<file path="config.mk">
export PLATFORM = sky130hd
export DESIGN_NAME = lpx_dram_bank_dev_flat
export DESIGN_NICKNAME = d
export VERILOG_FILES = /design/src/verilog/lpx_pkg.sv /design/src/verilog/lpx_cmd_if.sv /design/src/verilog/lpx_dram_bank_dev.sv /design/src/flat_wrapper.sv
export SDC_FILE = /design/constraint.sdc
export NUM_CORES = 1
export LEC_CHECK = 0
export BUFFER_PORTS_ARGS = -buffer_cell sky130_fd_sc_hd__buf_2
export CAP_MARGIN = 30
export CORE_ASPECT_RATIO = 0.6
export CORE_MARGIN = 1.5
export CORE_UTILIZATION = 30
export CTS_BUF_LIST = sky130_fd_sc_hd__clkbuf_16
export DETAILED_ROUTE_END_ITERATION = 8
export PLACE_DENSITY_LB_ADDON = 0.3
export SKIP_LAST_GASP = 1
export SYNTH_ARGS = -nofsm -noshare
export SYNTH_HDL_FRONTEND = slang
export SYNTH_SLANG_ARGS = --single-unit
export TNS_END_PERCENT = 5
</file>
<file path="constraint.sdc">
create_clock -name ref_clk -period 8.9 [get_ports ref_clk]
set_clock_uncertainty 0.15 [all_clocks]
set_input_delay 0.89 -clock ref_clk [delete_from_list [all_inputs] [get_ports ref_clk]]
set_output_delay 0.89 -clock ref_clk [all_outputs]
set_load 0.01 [all_outputs]
</file>
<file path="src/verilog/lpx_pkg.sv">
// shared constants, types and legality function for the bank state tracker
package lpx_pkg;

  // ***************************************************
  // geometry and clock
  // ***************************************************
  localparam int NUM_BANKS = 8;
  localparam int BANK_W = 3;
  localparam int CNT_W = 8;
  localparam int CLK_PERIOD_NS = 25;

  // ***************************************************
  // timing figures in ns, plain defaults
  // ***************************************************
  localparam int T_RP_NS = 18;
  localparam int T_RCD_NS = 18;
  localparam int T_RFCPB_NS = 60;
  localparam int T_RFCAB_NS = 130;
  localparam int T_MRR_NS = 10;
  localparam int T_MRW_NS = 250;
  localparam int T_XP_NS = 8;
  localparam int T_RRD_NS = 10;
  localparam int T_FAW_NS = 50;
  localparam int T_INIT_NS = 1000;
  localparam int T_BURST_NS = 100;

  // least times round up, never below one cycle
  function automatic int lpx_cyc(input int ns);
    int c;
    c = (ns + CLK_PERIOD_NS - 1) / CLK_PERIOD_NS;
    return (c < 1) ? 1 : c;
  endfunction

  localparam logic [CNT_W-1:0] RP_CYC = CNT_W'(lpx_cyc(T_RP_NS));
  localparam logic [CNT_W-1:0] RCD_CYC = CNT_W'(lpx_cyc(T_RCD_NS));
  localparam logic [CNT_W-1:0] RFCPB_CYC = CNT_W'(lpx_cyc(T_RFCPB_NS));
  localparam logic [CNT_W-1:0] RFCAB_CYC = CNT_W'(lpx_cyc(T_RFCAB_NS));
  localparam logic [CNT_W-1:0] MRR_CYC = CNT_W'(lpx_cyc(T_MRR_NS));
  localparam logic [CNT_W-1:0] MRW_CYC = CNT_W'(lpx_cyc(T_MRW_NS));
  localparam logic [CNT_W-1:0] XP_CYC = CNT_W'(lpx_cyc(T_XP_NS));
  localparam logic [CNT_W-1:0] RRD_CYC = CNT_W'(lpx_cyc(T_RRD_NS));
  localparam logic [CNT_W-1:0] FAW_CYC = CNT_W'(lpx_cyc(T_FAW_NS));
  localparam logic [CNT_W-1:0] INIT_CYC = CNT_W'(lpx_cyc(T_INIT_NS));
  localparam logic [CNT_W-1:0] BURST_CYC = CNT_W'(lpx_cyc(T_BURST_NS));
  localparam logic [CNT_W-1:0] CNT_ZERO = 8'h00;
  localparam logic [CNT_W-1:0] CNT_ONE = 8'h01;

  // ***************************************************
  // commands and bank states
  // ***************************************************
  typedef enum logic [3:0] {
    CMD_NOP = 4'h0, CMD_ACT = 4'h1, CMD_RD = 4'h2, CMD_WR = 4'h3,
    CMD_PRE = 4'h4, CMD_PREA = 4'h5, CMD_REFPB = 4'h6, CMD_REFAB = 4'h7,
    CMD_MRW = 4'h8, CMD_MRR = 4'h9, CMD_RST = 4'hA
  } lpx_cmd_e;

  typedef enum logic [3:0] {
    ST_IDLE = 4'h0, ST_ACTIVATING = 4'h1, ST_ACTIVE = 4'h3, ST_READING = 4'h2,
    ST_WRITING = 4'h6, ST_RD_AP = 4'h7, ST_WR_AP = 4'h5, ST_PRECHARGING = 4'h4,
    ST_REFRESHING = 4'hC, ST_MRR_IDLE = 4'hD, ST_MRR_ACT = 4'hF, ST_MRR_RST = 4'hE,
    ST_MRWRITING = 4'hA, ST_RESETTING = 4'hB, ST_POWER_ON = 4'h9, ST_PREALL = 4'h8
  } lpx_bank_e;

  localparam lpx_bank_e BANK_RST = ST_POWER_ON;
  localparam lpx_cmd_e CMD_RST_VAL = CMD_NOP;

  // commands that address the whole device rather than one bank
  function automatic logic lpx_is_wide(input lpx_cmd_e c);
    return c inside {CMD_PREA, CMD_REFAB, CMD_MRW, CMD_MRR, CMD_RST};
  endfunction

  // may command c meet a bank in state s
  function automatic logic lpx_cmd_ok(input lpx_cmd_e c, input lpx_bank_e s);
    case (c)
      CMD_ACT, CMD_REFPB, CMD_REFAB, CMD_MRW: return s == ST_IDLE;
      CMD_RD, CMD_WR: return s inside {ST_ACTIVE, ST_READING, ST_WRITING};
      CMD_PRE, CMD_PREA: return s inside {ST_IDLE, ST_ACTIVE, ST_READING, ST_WRITING};
      CMD_MRR: return s inside {ST_IDLE, ST_ACTIVE, ST_RESETTING, ST_ACTIVATING,
                                ST_PRECHARGING, ST_READING, ST_WRITING};
      CMD_RST: return s inside {ST_IDLE, ST_POWER_ON};
      default: return 1'b1;
    endcase
  endfunction

endpackage

</file>
<file path="src/verilog/lpx_cmd_if.sv">
// command link between memory controller and bank state tracker
`timescale 1ns/1ps
interface lpx_cmd_if;
  import lpx_pkg::*;
  logic cke;
  lpx_cmd_e cmd;
  logic [BANK_W-1:0] bank;
  logic autoPre;
  lpx_bank_e [NUM_BANKS-1:0] bankState;

  modport dev (input cke, input cmd, input bank, input autoPre, output bankState);
  modport ctl (output cke, output cmd, output bank, output autoPre, input bankState);
endinterface

</file>
<file path="src/verilog/lpx_dram_bank_dev.sv">
// device end: per-bank state and timing tracker of the dram
`timescale 1ns/1ps
module lpx_dram_bank_dev
  import lpx_pkg::*;
(
  input wire logic ref_clk,
  input wire logic reset_n,
  lpx_cmd_if.dev link,
  output logic illegalCmd,
  output logic deviceReady
);

  // ***************************************************
  // state
  // ***************************************************
  lpx_bank_e [NUM_BANKS-1:0] state_r, state_nxt;
  logic [CNT_W-1:0] cnt_r [NUM_BANKS];
  logic [CNT_W-1:0] cnt_nxt [NUM_BANKS];
  logic [CNT_W-1:0] initCnt_r, initCnt_nxt;
  logic [CNT_W-1:0] exitCnt_r, exitCnt_nxt;
  logic ckePrev_r;
  logic illegal_r, illegal_nxt;
  logic ready_r, ready_nxt;
  logic take, ok, hit;

  assign link.bankState = state_r;
  assign illegalCmd = illegal_r;
  assign deviceReady = ready_r;

  // state that a timed state falls back to when its counter expires
  function automatic lpx_bank_e lpx_after(input lpx_bank_e s);
    case (s)
      ST_ACTIVATING: return ST_ACTIVE;
      ST_READING, ST_WRITING: return ST_ACTIVE;
      ST_MRR_ACT: return ST_ACTIVE;
      ST_MRR_RST: return ST_RESETTING;
      ST_RD_AP, ST_WR_AP: return ST_IDLE;
      ST_PRECHARGING, ST_PREALL: return ST_IDLE;
      ST_REFRESHING: return ST_IDLE;
      ST_MRR_IDLE: return ST_IDLE;
      ST_MRWRITING: return ST_IDLE;
      default: return s;
    endcase
  endfunction

  // ***************************************************
  // next values
  // ***************************************************
  always_comb begin
    // commands count only with cke high on this and the last edge, past exit time
    take = link.cke && ckePrev_r && exitCnt_r == CNT_ZERO
           && link.cmd != CMD_NOP;
    ok = 1'b1;
    if (lpx_is_wide(link.cmd)) begin
      for (int b = 0; b < NUM_BANKS; b++) begin
        if (!lpx_cmd_ok(link.cmd, state_r[b])) begin
          ok = 1'b0;
        end
      end
    end else begin
      // other banks are never consulted here, so any bank may be busy
      ok = lpx_cmd_ok(link.cmd, state_r[link.bank]);
    end
    // undefined combinations are refused and flagged, state left alone
    illegal_nxt = take && !ok;
    exitCnt_nxt = (exitCnt_r != CNT_ZERO) ? exitCnt_r - CNT_ONE : CNT_ZERO;
    if (link.cke && !ckePrev_r) begin
      exitCnt_nxt = XP_CYC;
    end
    initCnt_nxt = (initCnt_r != CNT_ZERO) ? initCnt_r - CNT_ONE : CNT_ZERO;
    if (take && ok && link.cmd == CMD_RST) begin
      initCnt_nxt = INIT_CYC;
    end
    ready_nxt = 1'b1;
    for (int b = 0; b < NUM_BANKS; b++) begin
      state_nxt[b] = state_r[b];
      cnt_nxt[b] = cnt_r[b];
      if (cnt_r[b] != CNT_ZERO) begin
        cnt_nxt[b] = cnt_r[b] - CNT_ONE;
        if (cnt_r[b] == CNT_ONE) begin
          state_nxt[b] = lpx_after(state_r[b]);
        end
      end
      // resetting ends on the shared init counter, so a mode read inside it resumes
      // leave as the counter runs out; zero catches a bank back from a mode read
      if (state_r[b] == ST_RESETTING && initCnt_r inside {CNT_ZERO, CNT_ONE}) begin
        state_nxt[b] = ST_IDLE;
      end
      hit = take && ok && (lpx_is_wide(link.cmd) || link.bank == BANK_W'(b));
      if (hit) begin
        case (link.cmd)
          CMD_ACT: begin
            state_nxt[b] = ST_ACTIVATING;
            cnt_nxt[b] = RCD_CYC;
          end
          CMD_RD: begin
            state_nxt[b] = link.autoPre ? ST_RD_AP : ST_READING;
            cnt_nxt[b] = link.autoPre ? BURST_CYC + RP_CYC : BURST_CYC;
          end
          CMD_WR: begin
            state_nxt[b] = link.autoPre ? ST_WR_AP : ST_WRITING;
            cnt_nxt[b] = link.autoPre ? BURST_CYC + RP_CYC : BURST_CYC;
          end
          CMD_PRE: begin
            state_nxt[b] = ST_PRECHARGING;
            cnt_nxt[b] = RP_CYC;
          end
          CMD_PREA: begin
            state_nxt[b] = ST_PREALL;
            cnt_nxt[b] = RP_CYC;
          end
          CMD_REFPB: begin
            state_nxt[b] = ST_REFRESHING;
            cnt_nxt[b] = RFCPB_CYC;
          end
          CMD_REFAB: begin
            state_nxt[b] = ST_REFRESHING;
            cnt_nxt[b] = RFCAB_CYC;
          end
          CMD_MRW: begin
            state_nxt[b] = ST_MRWRITING;
            cnt_nxt[b] = MRW_CYC;
          end
          CMD_RST: begin
            state_nxt[b] = ST_RESETTING;
            cnt_nxt[b] = CNT_ZERO;
          end
          CMD_MRR: begin
            // banks in a timed transition keep counting through the read
            case (state_r[b])
              ST_IDLE: begin
                state_nxt[b] = ST_MRR_IDLE;
                cnt_nxt[b] = MRR_CYC;
              end
              ST_ACTIVE: begin
                state_nxt[b] = ST_MRR_ACT;
                cnt_nxt[b] = MRR_CYC;
              end
              ST_RESETTING: begin
                state_nxt[b] = ST_MRR_RST;
                cnt_nxt[b] = MRR_CYC;
              end
              default: begin
                state_nxt[b] = state_nxt[b];
              end
            endcase
          end
          default: begin
            state_nxt[b] = state_nxt[b];
          end
        endcase
      end
      if (state_nxt[b] inside {ST_POWER_ON, ST_RESETTING, ST_MRR_RST}) begin
        ready_nxt = 1'b0;
      end
    end
  end

  // ***************************************************
  // registers
  // ***************************************************
  always_ff @(posedge ref_clk or negedge reset_n) begin
    if (!reset_n) begin
      for (int b = 0; b < NUM_BANKS; b++) begin
        state_r[b] <= BANK_RST;
        cnt_r[b] <= CNT_ZERO;
      end
      initCnt_r <= CNT_ZERO;
      exitCnt_r <= CNT_ZERO;
      ckePrev_r <= 1'b0;
      illegal_r <= 1'b0;
      ready_r <= 1'b0;
    end else begin
      state_r <= state_nxt;
      cnt_r <= cnt_nxt;
      initCnt_r <= initCnt_nxt;
      exitCnt_r <= exitCnt_nxt;
      ckePrev_r <= link.cke;
      illegal_r <= illegal_nxt;
      ready_r <= ready_nxt;
    end
  end

endmodule

</file>
<file path="src/flat_wrapper.sv">
// flat-port wrapper written by rule: the top's interface ports become plain ports
module lpx_dram_bank_dev_flat import lpx_pkg::*;
  (ref_clk, reset_n, illegalCmd, deviceReady, link_cke, link_cmd, link_bank, link_autoPre, link_bankState);
  lpx_cmd_if link_i ();
  input wire logic ref_clk;
  input wire logic reset_n;
  output logic illegalCmd;
  output logic deviceReady;
  input wire logic [$bits(link_i.cke)-1:0] link_cke;
  input wire logic [$bits(link_i.cmd)-1:0] link_cmd;
  input wire logic [$bits(link_i.bank)-1:0] link_bank;
  input wire logic [$bits(link_i.autoPre)-1:0] link_autoPre;
  output wire logic [$bits(link_i.bankState)-1:0] link_bankState;
  assign link_i.cke = link_cke;
  assign link_i.cmd = link_cmd;
  assign link_i.bank = link_bank;
  assign link_i.autoPre = link_autoPre;
  assign link_bankState = link_i.bankState;
  lpx_dram_bank_dev u_core (.ref_clk(ref_clk), .reset_n(reset_n), .link(link_i), .illegalCmd(illegalCmd), .deviceReady(deviceReady));
endmodule
</file>
==> Word-level counts from Yosys, hierarchy flattened <==
Index checks and enable logic that the tools add are counted.
{ "word_totals": {"out_inout_bits": 34, "ff_bits": 115, "input_bits": 11} }
{ "op_classes": {"mux": 131, "n_eq_ne": 177, "n_reduce_logical": 131, "n_lt_le_gt_ge": 1, "n_addsub": 10} }
{ "ops": {"columns": ["operator", "n"], "rows": [
  ["$pmux 8 s7", 8],
  ["$eq 4x4->1 const B", 93],
  ["$pmux 4 s9", 8],
  ["$mux 8", 28],
  ["$pmux 4 s3", 16],
  ["$eq 4x3->1 const B", 38],
  ["$mux 4", 33],
  ["$eq 4x2->1 const B", 20],
  ["$reduce_bool 8->1", 10],
  ["$sub 8x1->8 const B", 10],
  ["$eq 8x1->1 const B", 9],
  ["$reduce_bool 7->1", 9],
  ["$reduce_or 7->1", 8],
  ["$reduce_bool 3->1", 17],
  ["$pmux 1 s5", 9],
  ["$eq 4x1->1 const B", 10],
  ["$reduce_bool 4->1", 10],
  ["$logic_not 4->1", 9],
  ["$reduce_or 4->1", 9],
  ["$reduce_or 3->1", 9],
  ["$mux 1", 26],
  ["$logic_and 1x1->1", 23],
  ["$reduce_bool 2->1", 10],
  ["$logic_not 8->1", 2],
  ["12 further kinds", 26]
]} }

==> Longest topological paths before layout <==
{ "logic_depth": {"depth_word": 26, "ltp_mapped": 15, "depth_no_buf": 13} }

==> Least setup slack after synthesis <==
No wires, ideal clock.
{ "synth_path": {"path_kind": "input -> register", "start": "input port link_bank[1]", "end": "register u_core.ready_r, in the netlist u_core.deviceReady", "arrival_ns": 3.541, "slack_ns": 5.108, "cell_stages": 14, "t_required_ns": 8.649, "setup_ns": 0.101, "path_cell_list": "buf_2 buf_4 mux2i_1 a221oi_2 nand2_1 o41a_1 o22a_1 o32ai_4 buf_6 a31oi_1 o21a_1 a32oi_1 o2111ai_1 nor4_1"} }
{ "synth_between": {"elab_chain_len": 19} }
{ "synth_lines": {"columns": ["element", "line_no", "rtl"], "rows": [
  ["start, declared", "flat_wrapper.sv:11", "input wire logic [$bits(link_i.bank)-1:0] link_bank;"],
  ["$bmux 4 s3", "lpx_dram_bank_dev.sv:62", "ok = lpx_cmd_ok(link.cmd, state_r[link.bank]);"],
  ["$mux 4 (implied by the code)", "lpx_dram_bank_dev.sv:62", null],
  ["$eq 4x2->1, or another cell as far along", "lpx_pkg.sv:76, lpx_pkg.sv:77, lpx_pkg.sv:78", null],
  ["$reduce_bool 7->1, or another cell as far along", "lpx_pkg.sv:78", "CMD_MRR: return s inside {ST_IDLE, ST_ACTIVE, ST_RESETTING, ST_ACTIVATING,"],
  ["$pmux 1 s5", "lpx_pkg.sv:74", "case (c)"],
  ["$mux 1", "lpx_dram_bank_dev.sv:54", "if (lpx_is_wide(link.cmd)) begin"],
  ["$logic_and 1x1->1 (2 in a row)", "lpx_dram_bank_dev.sv:89", "hit = take && ok && (lpx_is_wide(link.cmd) || link.bank == BANK_W'(b));"],
  ["$mux 4", "lpx_dram_bank_dev.sv:90", "if (hit) begin"],
  ["$eq 4x4->1", "lpx_dram_bank_dev.sv:153", "if (state_nxt[b] inside {ST_POWER_ON, ST_RESETTING, ST_MRR_RST}) begin"],
  ["$reduce_bool 3->1", "lpx_dram_bank_dev.sv:153", null],
  ["$mux 1 (7 in a row)", "lpx_dram_bank_dev.sv:153", null],
  ["$mux 1 *", "lpx_dram_bank_dev.sv:153", null],
  ["net u_core.ready_nxt", "lpx_dram_bank_dev.sv:23", "logic ready_r, ready_nxt;"],
  ["end signal, assigned", "lpx_dram_bank_dev.sv:180", "ready_r <= ready_nxt;"],
  ["end, declared", "lpx_dram_bank_dev.sv:23", null]
]} }
The timed path passes the listed nets; every way through them passes the cells marked *. The select of a mux whose other input is x is not followed.

==> key figures <==
Routing
  – DRT antenna net count: 0
  – DRT iter0 DRCs: 1148
  – DRT Pass-1 Iters: 6
  – Routed wire length per instance: around 21 um
  – Via count: 8737
  – # DRC: 0
  – Post-DR vias/cell: 5.79
  – WL final: about 32 mm

Timing
  – Fin worst setup slack: 3.96 ns
  – Fmax: around 200 MHz
  – Final setup violation count: 0
  – Min Tclk post-route: 4.94 ns
  – Unrepaired setup endpoints after global routing: false
  – Slew of the pin with the lowest slew margin: 1.04 ns
  – Slew Viols, Final: 0
  – Setup TNS: 0 ns
  – Hold Fails Final Rpt: 0
  – Period utilisation layout: 55.6%
  – Max_slew headroom: 30.6%

Run
  – Max-Cap Viols: 0

Status
  – Status: finished clean

Synthesis
  – Post-synth EDFFs: 0
  – Post-synth cell types: 89
  – Mapped Area: 8830 sq um
  – Net Count, Synth: 1140
  – Warnings, synthesis: 0
  – Mean Syn Cell Area: 7.96 sq um
  – Most numerous cell in the Yosys netlist: a21oi_1
  – Ys async rst share: 100%
  – Top cell type by total area after synthesis: dfrtp_1
  – Yosys reg bits: 115
  – Sequential cell area fraction in the yosys report: 32.8%
  – Post-synth top flop: dfrtp_1
  – Synth top area share: between 20 and 30%
  – Gate Count Post-Synth: 1109
  – Post-synth top cells: 126 x a21oi_1, 117 x nand2_1, 109 x nor2_1
  – Top post-synthesis cells by area: dfrtp_1 28%, a21oi_1 7.1%, nand2_1 5.0%

Clock network
  – CTS Buf Count: 17
  – Root Driver: clkbuf_16
  – CTS tree: done
  – PostCTS Resize Cnt: 0
  – H-tree Lvls: 4
  – Setup bufs post-CTS: 0
  – Hold buffers post-CTS: 0
  – Clk buf depth: 2
  – CTS Sinks: 115
  – Reg clk slew, reported paths: approximately 0.060 ns
  – Worst-skew pair later-pin latency: 0.45 ns

GRT
  – First-pass GRT wire length: 48.4 mm
  – Initial antenna violation count: 1
  – Number of global-route vias before repair: 7863
  – Largest net degree at the start of global routing: 63
  – Total GRT Usage: 21.3%
  – Global route overflow: 0

Setup path
  – Setup crit end kind: register
  – Critical path class: in -> reg
  – Type of origin of the critical path: input port
  – Crit path depth: 13
  – Crit-path cells: buf_2 > nand4bb_1 > or3_1 > o311ai_0 > o22ai_1 > or2_2 > o32ai_4 > buf_4 > and2_0 > a21oi_1 > nand4b_1 > o2111ai_1 > nor4_1
  – Worst R2R End: u_core.cnt_r[51]$_DFF_PN0_
  – Worst path slowest cell: o32ai_4
  – Worst path max stage delay: 0.64 ns
  – CP required: 9.10 ns
  – Reg2Reg Setup Slack: 4.48 ns
  – CP delay by family, top: simple AND/OR/NAND/NOR gates
  – CP Data Arrival Time: approximately 5 ns
  – Worst r2r src: u_core.link.bankState[21]$_DFF_PN0_
  – Worst r2r path cells: 9
  – Worst Path Buf+Inv: 2
  – CP max FO: 30

Floorplanning
  – Chip height: 136 um
  – Chip width: 224 um
  – Core area: 28800 sq um
  – IO Pins: 45
  – Die area: 30500 sq um
  – Initial core utilization: 30.6%
  – Row Count: 48

Placed design
  – Placer congestion estimate: between 1 and 1.5
  – Worst slack at placement: ~3.6 ns
  – Port bufs: 44
  – DP HPWL: 23.0 mm

Cells and area
  – Share of cells above drive strength 1: 11.3%
  – Area growth syn-to-layout: 11.1%
  – Nets: 1150

Power and ir drop
  – Clock share of power: 24.7%
  – Leakage dissipation: 3.92 nW
  – Power per Cell Area: roughly 240 nW/um^2
  – Worst-case vdd ir drop: 0.000138 V
  – Pint: roughly 1.4 mW
  – Switching pwr: 960 uW
  – Combinational share of power: 35.6%
  – Seq pwr share: between 30% and 40%
  – Total power: 2.37 mW
  – Sw Ratio: 40.5%

Worst hold path
  – Hold depth: 1
  – Hold_sp: u_core.initCnt_r[0]$_DFF_PN0_
  – WHS Endpoint: u_core.initCnt_r[0]$_DFF_PN0_
  – Worst Hold Class: reg -> reg
## layer usage
layer | part of all wire (%) | GRT usage, % | vias up
li1 | - | - | 4081
met2 | 37 | 26.7 | 480
met3 | 13 | 7.82 | 65
met5 | 0 | 0 | -
met1 | 48 | 32.0 | 4111
met4 | 2.6 | 8.17 | 0
## kinds of logic after synthesis
family	count (synthesis)	share of synthesized area (%)
AOI/OAI and AO/OA	348	25.3
buffers and inverters	104	5.02
muxes	16	2.17
and+or+nand+nor	445	25.8
xor gates and xnor gates	61	6.05
adders and majority gates	20	2.83
DFF	115	32.8
## registers in the layout, summed over array words and instances, names as in the netlist
signal,cells
u_core.link.bankState,32
u_core.exitCnt_r,8
u_core.ckePrev_r,1
u_core.initCnt_r,8
u_core.illegalCmd,1
u_core.deviceReady,1
u_core.cnt_r,64
## metrics by stage
step,instance area [sq um],hold slack [ns],util (%),std cells
2_1_floorplan,8830,0.299,-,1109
3_3_place_gp,9300,0.329,32.3,1474
3_5_place_dp,9320,0.335,32.3,1475
4_1_cts,9800,0.338,34.0,1507
5_1_grt,9810,0.385,34.0,1508
6_report,9810,0.337,34.0,1508
## cell usage in the layout, fill, tap and decap left out, drive strengths merged, types with 11 or more instances in the layout
cell / instances
o21a: 11
nor2: 112
ha: 20
dfrtp: 99
xnor2: 48
or2: 11
and3: 16
buf: 51
dfstp: 16
clkbuf: 17
a21oi: 128
nand3: 34
a211oi: 14
o22ai: 19
inv: 50
nand2: 117
nand4b: 11
nand2b: 23
nor3: 36
nor4: 22
xor2: 13
a31oi: 22
o21ai: 72
## final cells by class
cell class,instances,area (sq um)
Fill cell,3024,19000
Tap cell,375,469
Inverter,44,165
Sequential cell,115,2900
Multi-Input combinational cell,890,5500
Clock buffer,17,425
Clock inverter,15,63.8
Timing Repair Buffer,51,279
Antenna cell,1,2.50
## worst max path at each step
| stage | endpoint | start | slack, ns |
|---|---|---|---|
| 3_3_place_gp | u_core.cnt_r[19]$_DFF_PN0_ | link_cmd[3] | 3.75 |
| 5_1_grt | u_core.deviceReady$_DFF_PN0_ | link_cmd[3] | 3.74 |
| 2_1_floorplan | u_core.deviceReady$_DFF_PN0_ | link_bank[1] | 5.11 |
| 6_report | u_core.deviceReady$_DFF_PN0_ | link_cmd[3] | 3.96 |
| 4_1_cts | u_core.deviceReady$_DFF_PN0_ | link_cmd[2] | 4.13 |
| 3_5_place_dp | u_core.deviceReady$_DFF_PN0_ | link_cmd[3] | 3.62 |
## power by group through the flow
stage | Sequential, mW | Clock, mW | Combinational [mW]
finish | 0.939 | 0.586 | 0.844
detailed placement | 0.934 | 0 | 0.833
CTS | 0.932 | 0.605 | 0.834
floorplan | 0.865 | 0 | 0.665
global placement | 0.939 | 0 | 0.820
global route | 0.968 | 0.629 | 0.959
Note: power is estimated with default switching activity, not from simulation.
